==> src/rtl/bay_regs_pkg.sv <==
/*
 * Package of constants for the bay controller register set: word offsets,
 * field positions, reset values and bay count.
 * Assumes a 32-bit Avalon-MM register bus with byte addressing.
 */
package bay_regs_pkg;
    localparam int NUM_BAYS = 4;
    // global registers
    localparam logic [7:0] CAP_OFS = 8'h00;
    localparam logic [7:0] UID_OFS = 8'h04;
    // per-bay block: base + bay * stride
    localparam logic [7:0] BAY_BASE = 8'h10;
    localparam logic [7:0] BAY_STRIDE = 8'h10;
    localparam logic [3:0] MAP_SUB = 4'h0;
    localparam logic [3:0] STS_SUB = 4'h4;
    localparam logic [3:0] ENA_SUB = 4'h8;
    localparam logic [3:0] CTL_SUB = 4'hc;
    // capability register fields
    localparam int CAP_QTY_LSB = 0;
    localparam int CAP_LOCK_BIT = 8;
    localparam int CAP_BTN_BIT = 9;
    // port map fields
    localparam int MAP_PHY_LSB = 0;
    localparam int MAP_HOST_LSB = 8;
    // status word fields
    localparam int STS_FF_LSB = 0;
    localparam int STS_LOCK_BIT = 4;
    localparam int STS_IND_LSB = 5;
    localparam int STS_REMREQ_BIT = 7;
    localparam int STS_PCHG_BIT = 8;
    localparam int STS_PRES_BIT = 9;
    // event enable fields
    localparam int ENA_REMREQ_BIT = 0;
    localparam int ENA_PCHG_BIT = 1;
    // control fields
    localparam int CTL_IDPWR_BIT = 0;
    localparam int CTL_OPPWR_BIT = 1;
    localparam int CTL_HOLD_BIT = 2;
    localparam int CTL_IND_LSB = 4;
    // reset values: power off, interlock engaged
    localparam logic [31:0] CTL_RESET = 32'h0000_0004;
    localparam logic [31:0] ENA_RESET = 32'h0000_0000;
    localparam logic [31:0] UNMAPPED_DATA = 32'h0000_0000;
endpackage

==> src/rtl/bay_sync.sv <==
/*
 * Two-flop synchroniser for a vector of pin levels.
 * Assumes inputs asynchronous to clock; output used only as a level.
 */
`timescale 1ns/1ps
module bay_sync #(
    parameter int WIDTH = 1
) (
    // clock and reset
    input wire logic clock,
    input wire logic rst,
    // levels
    input wire logic [WIDTH-1:0] d,
    output logic [WIDTH-1:0] q
);
    logic [WIDTH-1:0] meta_r;
    logic [WIDTH-1:0] meta_nxt;
    logic [WIDTH-1:0] q_nxt;

    always_comb begin
        meta_nxt = d;
        q_nxt = meta_r;
    end

    always_ff @(posedge clock or posedge rst) begin
        if (rst) begin
            meta_r <= '0;
            q <= '0;
        end else begin
            meta_r <= meta_nxt;
            q <= q_nxt;
        end
    end
endmodule

==> src/rtl/bay_controller.sv <==
/*
 * Bay controller register set: capability, per-bay port map, status,
 * event enable and control registers behind an Avalon-MM slave.
 * Assumes bay pins are asynchronous and pass bay_sync first; straps
 * (port indices, form factor, fitted features) are static wires.
 */
// The register addresses and the Avalon-MM interface to the registers are this design's own decisions.
// What this block does
// - separate identification and operating power per bay
// - per-bay interlock holds device until released
// - report whether removal buttons are fitted
// - report lock fitted and each lock engaged
// - registers reflect device presence inputs
// - read-only lock support bit
// - read-only bay quantity field
// - read-only port indices and form factor
// - removal request status per bay, cleared by writing one
// - presence change sets sticky flag
// - writing one clears presence flag
`timescale 1ns/1ps
module bay_controller #(
    parameter int NUM_BAYS = bay_regs_pkg::NUM_BAYS,
    parameter logic [31:0] UNIQUE_ID = 32'h1234_5678 // arbitrary value
) (
    // clock and reset
    input wire logic clock,
    input wire logic rst,
    // avalon-mm slave
    input wire logic [7:0] address,
    input wire logic read,
    input wire logic write,
    input wire logic [3:0] byteenable,
    input wire logic [31:0] writedata,
    output logic [31:0] readdata,
    output logic waitrequest,
    // static straps
    input wire logic button_fitted,
    input wire logic [NUM_BAYS-1:0] lock_fitted,
    input wire logic [NUM_BAYS*8-1:0] phy_port_strap,
    input wire logic [NUM_BAYS*8-1:0] host_port_strap,
    input wire logic [NUM_BAYS*4-1:0] form_factor_strap,
    // bay pins
    input wire logic [NUM_BAYS-1:0] present_pin,
    input wire logic [NUM_BAYS-1:0] lock_pin,
    input wire logic [NUM_BAYS-1:0] remreq_pin,
    // bay drives and interrupt
    output logic [NUM_BAYS-1:0] identification_power,
    output logic [NUM_BAYS-1:0] operating_power,
    output logic [NUM_BAYS-1:0] interlock_hold,
    output logic [NUM_BAYS*2-1:0] bay_indicator_state,
    output logic irq
);
    logic [NUM_BAYS-1:0] present_s, lock_s, remreq_s;
    logic [NUM_BAYS-1:0] present_d_r, present_d_nxt;
    logic [NUM_BAYS-1:0] pchg_r, pchg_nxt;
    logic [NUM_BAYS-1:0] remreq_r, remreq_nxt;
    logic [NUM_BAYS-1:0] remreq_d_r, remreq_d_nxt;
    logic [1:0] ena_r [NUM_BAYS];
    logic [1:0] ena_nxt [NUM_BAYS];
    logic [5:0] ctl_r [NUM_BAYS];
    logic [5:0] ctl_nxt [NUM_BAYS];
    logic [31:0] readdata_nxt;
    logic waitrequest_nxt;
    logic irq_nxt;
    logic ack_r, ack_nxt;
    logic req;
    logic wr_take;
    logic bay_hit;
    logic [3:0] bay_idx;
    logic [3:0] sub_ofs;

    // pins cross into the clock domain before anything looks at them
    bay_sync #(.WIDTH(3*NUM_BAYS)) pin_sync (
        .clock(clock),
        .rst(rst),
        .d({present_pin, lock_pin, remreq_pin}),
        .q({present_s, lock_s, remreq_s})
    );

    // one wait cycle per access: a write is taken on the edge after the one where ack is set
    assign req = read | write;
    assign wr_take = write & ack_r;
    assign bay_idx = 4'(({24'h0, address} - {24'h0, bay_regs_pkg::BAY_BASE}) >> 4);
    assign sub_ofs = address[3:0];
    assign bay_hit = (address >= bay_regs_pkg::BAY_BASE) &&
        (32'(bay_idx) < NUM_BAYS);

    always_comb begin
        ack_nxt = req & ~ack_r;
        waitrequest_nxt = ~(req & ~ack_r);
        present_d_nxt = present_s;
        remreq_d_nxt = remreq_s;
        for (int b = 0; b < NUM_BAYS; b++) begin
            ena_nxt[b] = ena_r[b];
            ctl_nxt[b] = ctl_r[b];
            pchg_nxt[b] = pchg_r[b];
            remreq_nxt[b] = remreq_r[b];
            // clear first so a same-cycle event wins
            if (wr_take && bay_hit && 32'(bay_idx) == b) begin
                if (sub_ofs == bay_regs_pkg::STS_SUB && byteenable[1]) begin
                    if (writedata[bay_regs_pkg::STS_PCHG_BIT])
                        pchg_nxt[b] = 1'b0;
                    if (writedata[bay_regs_pkg::STS_REMREQ_BIT])
                        remreq_nxt[b] = 1'b0;
                end
                if (sub_ofs == bay_regs_pkg::ENA_SUB && byteenable[0])
                    ena_nxt[b] = writedata[1:0];
                if (sub_ofs == bay_regs_pkg::CTL_SUB && byteenable[0])
                    ctl_nxt[b] = writedata[5:0];
            end
            if (present_s[b] != present_d_r[b])
                pchg_nxt[b] = 1'b1;
            if (button_fitted && remreq_s[b] && !remreq_d_r[b])
                remreq_nxt[b] = 1'b1;
        end
        irq_nxt = 1'b0;
        for (int b = 0; b < NUM_BAYS; b++) begin
            if ((pchg_r[b] && ena_r[b][bay_regs_pkg::ENA_PCHG_BIT]) ||
                (remreq_r[b] && ena_r[b][bay_regs_pkg::ENA_REMREQ_BIT]))
                irq_nxt = 1'b1;
        end
    end

    // read mux
    always_comb begin
        readdata_nxt = bay_regs_pkg::UNMAPPED_DATA;
        if (read && !ack_r) begin
            if (address == bay_regs_pkg::CAP_OFS) begin
                readdata_nxt[bay_regs_pkg::CAP_QTY_LSB +: 8] = 8'(NUM_BAYS);
                readdata_nxt[bay_regs_pkg::CAP_LOCK_BIT] = |lock_fitted;
                readdata_nxt[bay_regs_pkg::CAP_BTN_BIT] = button_fitted;
            end else if (address == bay_regs_pkg::UID_OFS) begin
                readdata_nxt = UNIQUE_ID;
            end else if (bay_hit) begin
                for (int b = 0; b < NUM_BAYS; b++) begin
                    if (32'(bay_idx) == b) begin
                        unique case (sub_ofs)
                            bay_regs_pkg::MAP_SUB: begin
                                readdata_nxt[bay_regs_pkg::MAP_PHY_LSB +: 8] =
                                    phy_port_strap[b*8 +: 8];
                                readdata_nxt[bay_regs_pkg::MAP_HOST_LSB +: 8] =
                                    host_port_strap[b*8 +: 8];
                            end
                            bay_regs_pkg::STS_SUB: begin
                                readdata_nxt[bay_regs_pkg::STS_FF_LSB +: 4] =
                                    form_factor_strap[b*4 +: 4];
                                readdata_nxt[bay_regs_pkg::STS_LOCK_BIT] =
                                    lock_fitted[b] & lock_s[b];
                                readdata_nxt[bay_regs_pkg::STS_IND_LSB +: 2] =
                                    ctl_r[b][bay_regs_pkg::CTL_IND_LSB +: 2];
                                readdata_nxt[bay_regs_pkg::STS_REMREQ_BIT] =
                                    remreq_r[b];
                                readdata_nxt[bay_regs_pkg::STS_PCHG_BIT] = pchg_r[b];
                                readdata_nxt[bay_regs_pkg::STS_PRES_BIT] =
                                    present_s[b];
                            end
                            bay_regs_pkg::ENA_SUB: readdata_nxt[1:0] = ena_r[b];
                            bay_regs_pkg::CTL_SUB: readdata_nxt[5:0] = ctl_r[b];
                            default: readdata_nxt = bay_regs_pkg::UNMAPPED_DATA;
                        endcase
                    end
                end
            end
        end else if (read) begin
            readdata_nxt = readdata;
        end
    end

    always_ff @(posedge clock or posedge rst) begin
        if (rst) begin
            ack_r <= 1'b0;
            waitrequest <= 1'b1;
            readdata <= '0;
            irq <= 1'b0;
            present_d_r <= '0;
            remreq_d_r <= '0;
            pchg_r <= '0;
            remreq_r <= '0;
            for (int b = 0; b < NUM_BAYS; b++) begin
                ena_r[b] <= bay_regs_pkg::ENA_RESET[1:0];
                ctl_r[b] <= bay_regs_pkg::CTL_RESET[5:0];
            end
        end else begin
            ack_r <= ack_nxt;
            waitrequest <= waitrequest_nxt;
            readdata <= readdata_nxt;
            irq <= irq_nxt;
            present_d_r <= present_d_nxt;
            remreq_d_r <= remreq_d_nxt;
            pchg_r <= pchg_nxt;
            remreq_r <= remreq_nxt;
            for (int b = 0; b < NUM_BAYS; b++) begin
                ena_r[b] <= ena_nxt[b];
                ctl_r[b] <= ctl_nxt[b];
            end
        end
    end

    // bay drives are their own flops loaded from ctl_nxt, so they track the control flops
    generate
        for (genvar g = 0; g < NUM_BAYS; g++) begin : g_drive
            always_ff @(posedge clock or posedge rst) begin
                if (rst) begin
                    identification_power[g] <= 1'b0;
                    operating_power[g] <= 1'b0;
                    interlock_hold[g] <= 1'b1;
                    bay_indicator_state[g*2 +: 2] <= 2'b00;
                end else begin
                    identification_power[g] <= ctl_nxt[g][bay_regs_pkg::CTL_IDPWR_BIT];
                    operating_power[g] <= ctl_nxt[g][bay_regs_pkg::CTL_OPPWR_BIT];
                    interlock_hold[g] <= ctl_nxt[g][bay_regs_pkg::CTL_HOLD_BIT];
                    bay_indicator_state[g*2 +: 2] <= ctl_nxt[g][bay_regs_pkg::CTL_IND_LSB +: 2];
                end
            end
        end
    endgenerate

    pres_flag_a: assert property (@(posedge clock) disable iff (rst)
        (present_s[0] != present_d_r[0]) |=> pchg_r[0])
        else $error("presence change not flagged");
    pres_clear_a: assert property (@(posedge clock) disable iff (rst)
        (wr_take && address == 8'h14 && byteenable[1] && writedata[8] &&
         present_s[0] == present_d_r[0]) |=> !pchg_r[0])
        else $error("presence flag not cleared");
    irq_cause_a: assert property (@(posedge clock) disable iff (rst)
        (pchg_r[0] && ena_r[0][1]) |=> irq)
        else $error("interrupt missing");
    irq_none_a: assert property (@(posedge clock) disable iff (rst)
        (!(|(pchg_r & {NUM_BAYS{1'b1}})) && !(|remreq_r)) |=> !irq)
        else $error("spurious interrupt");
    power_follow_a: assert property (@(posedge clock) disable iff (rst)
        (wr_take && address == 8'h1c && byteenable[0]) |=>
        identification_power[0] == $past(writedata[0]) &&
        operating_power[0] == $past(writedata[1]))
        else $error("power rails not updated");
    hold_follow_a: assert property (@(posedge clock) disable iff (rst)
        (wr_take && address == 8'h1c && byteenable[0]) |=>
        interlock_hold[0] == $past(writedata[2]))
        else $error("interlock not updated");
    qty_read_a: assert property (@(posedge clock) disable iff (rst)
        (read && !ack_r && address == 8'h00) |=>
        readdata[7:0] == 8'(NUM_BAYS) && readdata[8] == $past(|lock_fitted) &&
        readdata[9] == $past(button_fitted))
        else $error("capability read wrong");
    pres_read_a: assert property (@(posedge clock) disable iff (rst)
        (read && !ack_r && address == 8'h14) |=> readdata[9] == $past(present_s[0]))
        else $error("presence read wrong");
    remreq_set_a: assert property (@(posedge clock) disable iff (rst)
        (button_fitted && remreq_s[0] && !remreq_d_r[0]) |=> remreq_r[0])
        else $error("removal request lost");
    bus_ack_a: assert property (@(posedge clock) disable iff (rst)
        (req && waitrequest) |=> !waitrequest)
        else $error("bus did not answer");
    // a second answer in a row would let the master's next request be taken unseen
    wait_one_a: assert property (@(posedge clock) disable iff (rst)
        !waitrequest |=> waitrequest)
        else $error("answer held too long");
    ena_write_a: assert property (@(posedge clock) disable iff (rst)
        (wr_take && address == 8'h18 && byteenable[0]) |=> ena_r[0] == $past(writedata[1:0]))
        else $error("enable not written");
    remreq_none_a: assert property (@(posedge clock) disable iff (rst)
        (!button_fitted && !remreq_r[0]) |=> !remreq_r[0])
        else $error("removal request without button");
    remreq_clear_a: assert property (@(posedge clock) disable iff (rst)
        (wr_take && address == 8'h44 && byteenable[1] && writedata[7] &&
         !(button_fitted && remreq_s[3] && !remreq_d_r[3])) |=> !remreq_r[3])
        else $error("removal request not cleared");
    flag_hold_a: assert property (@(posedge clock) disable iff (rst)
        (pchg_r[0] && !(wr_take && address == 8'h14 && byteenable[1] && writedata[8]))
        |=> pchg_r[0])
        else $error("presence flag lost");
    lock_read_a: assert property (@(posedge clock) disable iff (rst)
        (read && !ack_r && address == 8'h34) |=>
        readdata[4] == $past(lock_fitted[2] & lock_s[2]))
        else $error("lock state read wrong");
    map_read_a: assert property (@(posedge clock) disable iff (rst)
        (read && !ack_r && address == 8'h10) |=>
        readdata[15:0] == $past({host_port_strap[7:0], phy_port_strap[7:0]}))
        else $error("port map read wrong");
    unmapped_read_a: assert property (@(posedge clock) disable iff (rst)
        (read && !ack_r && address == 8'hf0) |=> readdata == 32'h0000_0000)
        else $error("unmapped read not zero");
endmodule

==> config.mk <==
export PLATFORM = sky130hd
export DESIGN_NAME = bay_controller
export DESIGN_NICKNAME = d
export VERILOG_FILES = /design/src/rtl/bay_regs_pkg.sv /design/src/rtl/bay_sync.sv /design/src/rtl/bay_controller.sv
export SDC_FILE = /design/constraint.sdc
export NUM_CORES = 1
export LEC_CHECK = 0
export ABC_AREA = 1
export BUFFER_PORTS_ARGS = -buffer_cell sky130_fd_sc_hd__buf_2
export CORE_ASPECT_RATIO = 1.25
export CORE_MARGIN = 1
export CORE_UTILIZATION = 45
export CTS_CLUSTER_DIAMETER = 120
export DETAILED_ROUTE_END_ITERATION = 10
export GPL_ROUTABILITY_DRIVEN = 0
export PLACE_DENSITY = 0.77
export SLEW_MARGIN = 20
export SYNTH_ARGS = -nofsm -noshare
export SYNTH_HDL_FRONTEND = slang
export SYNTH_SLANG_ARGS = --single-unit
==> constraint.sdc <==
create_clock -name clock -period 2.7 [get_ports clock]
set_clock_uncertainty 0.05 [all_clocks]
set_input_delay 0.405 -clock clock [delete_from_list [all_inputs] [get_ports clock]]
set_output_delay 0.405 -clock clock [all_outputs]
set_load 0.01 [all_outputs]
==> metrics.md <==
| Metric | Value |
|---|---|
| R2R setup slack | 1.12 ns |
| Via count | 4874 |
| Number of flops mapped to enable cells by yosys | 0 |
| Max Cap Violations | 0 |
| Finish-stage setup viols | 0 |
| Synthesized area | 5126 um^2 |
| Post-Syn Instances | 684 |
| Drt first pass iters | 5 |
| Root Buffer | clkbuf_16 |
| Syn avg cell area | 7.494 um^2 |
| Antenna diode count | 0 |
| Clock network fraction of total power | 0.417 |
| CP endpoint kind | flip-flop |
| Area contributors post-synth | dfrtp_1 (42%), nand2_1 (20%), nand3_1 (5.8%) |
| Final ANT Viol Nets | 0 |
| Initial antenna violation count | 0 |
| Setup repair bufs after CTS | 0 |
| Hold slack | 0.06787 ns |
| Worst path depth | 8 |
| Placed Area | 5842 um^2 |
| Cell taking the most area after synthesis | dfrtp_1 |
| F_max | 588.7 MHz |
| Die H | 121.3 um |
| Total Power | 2992 uW |
| Synth warn | 0 |
| Slew HR | 0.5488 |
| Routed length per instance | 15.10 um |
| Most common library cells after synthesis | nand2_1 (275), dfrtp_1 (87), inv_1 (59), nand3_1 (59) |
| Share of power burned in registers | 0.478 |
| CP top delay family | buffers and inverters |
| Post-synth cell types | 34 |
| Slew @ Worst Pin | 0.6753 ns |
| Core area | 11080 um^2 |
| CP peak stage delay | 0.38 ns |
| CTS tree | yes |
| Avg Vias per Cell | 5.056 |
| R2R Path Start | ack_r |
| R2r worst-path depth | 8 |
| Critical Path Most Common Cell | inv_2 |
| Tcrit/Tclk final | 0.6292 |
| Port Buffers | 161 |
| Class of the worst hold path | in -> async |
| Clock buffer count from CTS | 9 |
| Reg-to-reg critical path endpoint | readdata[1] |
| Worst path buffer plus inverter count | 3 |
| NumNets Final | 969 |
| Vias in the first global route | 4565 |
| Worst Path Required | 2.92 ns |
| Critical path startpoint | address[1] |
| Cell internal pwr | 2182 uW |
| Power Density | 487.4 nW/um^2 |
| Synth top area share | 0.4247 |
| Hold-fix buffers, CTS | 0 |
| Fraction of registers with async set/reset | 1.000 |
| Ratio of cells with drive above 1 in the final layout | 0.2835 |
| Slowest CP cell | inv_2 |
| Crit path cell chain | buf_2 -> nor2_4 -> nand2_2 -> inv_2 -> nand2_1 -> inv_2 -> a21boi_0 -> o21ai_1 |
| Clk Latency, worst-skew pair | 0.35 ns |
| Crit path DAT | 1.92 ns |
| Clk sinks | 92 |
| Static Leakage | 0.003325 uW |
| Largest net degree at the start of global routing | 35 |
| Count leader, synth | nand2_1 |
| RSZ-0062 raised after global routing | false |
| Drt initial violations | 251 |
| Outcome | complete, no violations |
| Hold violation count in the final report | 0 |
| Synthesized flop and latch total | 92 |
| Top_reg_cell synth | dfrtp_1 |
| Sw frac | 0.2709 |
| Gr ovfl total | 0 |
| Die W | 97.47 um |
| First-pass GRT wire length | 22880 um |
| Worst Setup EP | readdata[10] |
| Crit Path Class | in -> reg |
| Finished Core Util | 0.5540 |
| Gr usage total | 0.2542 |
| Setup TNS | 0 ns |
| Post-route cell area | 6140 um^2 |
| Worst-path maximum fanout | 24 |
| Top Ports | 199 |
| Sequential cell area fraction in the yosys report | 0.4503 |
| Comb pwr share | 0.105 |
| Remaining DRCs | 0 |
| Max-slew violation count | 0 |
| Clock tree buffer depth | 2 |
| Die Area | 11830 um^2 |
| Post_cts resized | 0 |
| Routed WL | 14550 um |
| Row count | 43 |
| Clk slew on worst S/H paths | 0.07 ns |
| Crit path launch type | input pin |
| Sw Pwr | 810.5 uW |
| CTS H-tree depth | 3 |
| Layout area overhead | 19.77% |
| Detailed Place HPWL | 11100 um |
| Tmin final | 1.699 ns |
| Maximum VDD drop | 270.0 uV |
| Initial core utilization | 0.4625 |
[kinds of logic (layout without fill, tap and decap cells)]
| group | Yosys count | after routing | synth area share |
|---|---|---|---|
| XOR/XNOR | 4 | 4 | 0.006834 |
| buffers and inverters | 115 | 250 | 0.1196 |
| AO/OA/AOI/OAI | 73 | 73 | 0.08836 |
| AND/OR/NAND/NOR | 399 | 399 | 0.3341 |
| other | 1 | 11 | 0.0007315 |
| flip-flops | 92 | 92 | 0.4503 |
[through the flow]
step | cells | worst slack, ns
after floorplan | 694 | 1.171
after global placement | 948 | 0.6692
after detailed placement | 948 | 0.6601
after CTS | 964 | 1.023
after global routing | 964 | 0.8209
final | 964 | 1.001
[final cells by class]
class / count / area [um^2]
Inverter: 66 / 251.5
Clock buffer: 9 / 225.2
Clock inverter: 7 / 72.57
Sequential cell: 92 / 2308
Tap cell: 135 / 168.9
Fill cell: 1097 / 4943
Multi-Input combinational cell: 487 / 2242
Timing Repair Buffer: 168 / 870.8
[layer usage]
layer  vias up  GRT usage  share of wire
li1       2393          -              -
met1      2229     0.3070           0.40
met2       222     0.4401           0.50
met3        30    0.04896          0.071
met4         0     0.1121          0.028
met5         -          0              0
[worst min-delay path by stage]
stage                       startpoint            endpoint
floorplan           pin_sync.meta_r[0]       pin_sync.q[0]
global placement    pin_sync.meta_r[9]       pin_sync.q[9]
detailed placement  pin_sync.meta_r[0]       pin_sync.q[0]
CTS                                rst           ctl_r[13]
global route             remreq_pin[3]  pin_sync.meta_r[3]
finish                             rst  pin_sync.meta_r[6]
[worst reg2reg max path, stage by stage (launching register included)]
cell,delay [ns]
dfrtp_1,0.41
nor2_2,0.11
buf_4,0.18
nand4_1,0.23
inv_1,0.14
nand2_1,0.10
nor2_1,0.16
nand2_1,0.08
nand2_1,0.05
[flip-flops by register name, summed over array words and instances (netlist names)]
register,count
present_d_r,4
ack_r,1
waitrequest,1
remreq_d_r,4
ena_r,8
ctl_r,20
remreq_r,4
readdata,17
pchg_r,4
pin_sync.q,12
irq,1
bay_indicator_state,4
pin_sync.meta_r,12
[layout by cell type, fill, tap and decap left out, types with 2 or more instances in the layout]
master	Yosys	layout
buf_4	36	6
o21ai_2	17	17
nand2_1	275	275
dfstp_2	5	5
nand2_2	7	7
nor2_4	6	6
xnor2_1	4	4
o21ai_0	36	36
nand3_1	59	59
conb_1	1	11
nor2_1	35	35
inv_1	59	58
o211ai_1	3	3
inv_6	0	2
inv_2	6	6
o21ai_1	6	6
a21oi_1	5	5
dfrtp_1	87	87
buf_2	7	161
nor2_2	5	5
clkinvlp_4	0	2
a21boi_0	3	3
inv_8	0	2
nor3_1	2	2
nand4_1	4	4
clkbuf_16	0	9
[power groups by stage]
| stage | Clock, uW | Combinational [uW] | Sequential [uW] |
|---|---|---|---|
| 4_1_cts | 1270 | 315 | 1430 |
| 2_1_floorplan | 0 | 170 | 1450 |
| 3_3_place_gp | 0 | 311 | 1450 |
| 5_1_grt | 1320 | 348 | 1430 |
| 6_report | 1250 | 315 | 1430 |
| 3_5_place_dp | 0 | 314 | 1460 |
Power figures use the tool's default switching activity.
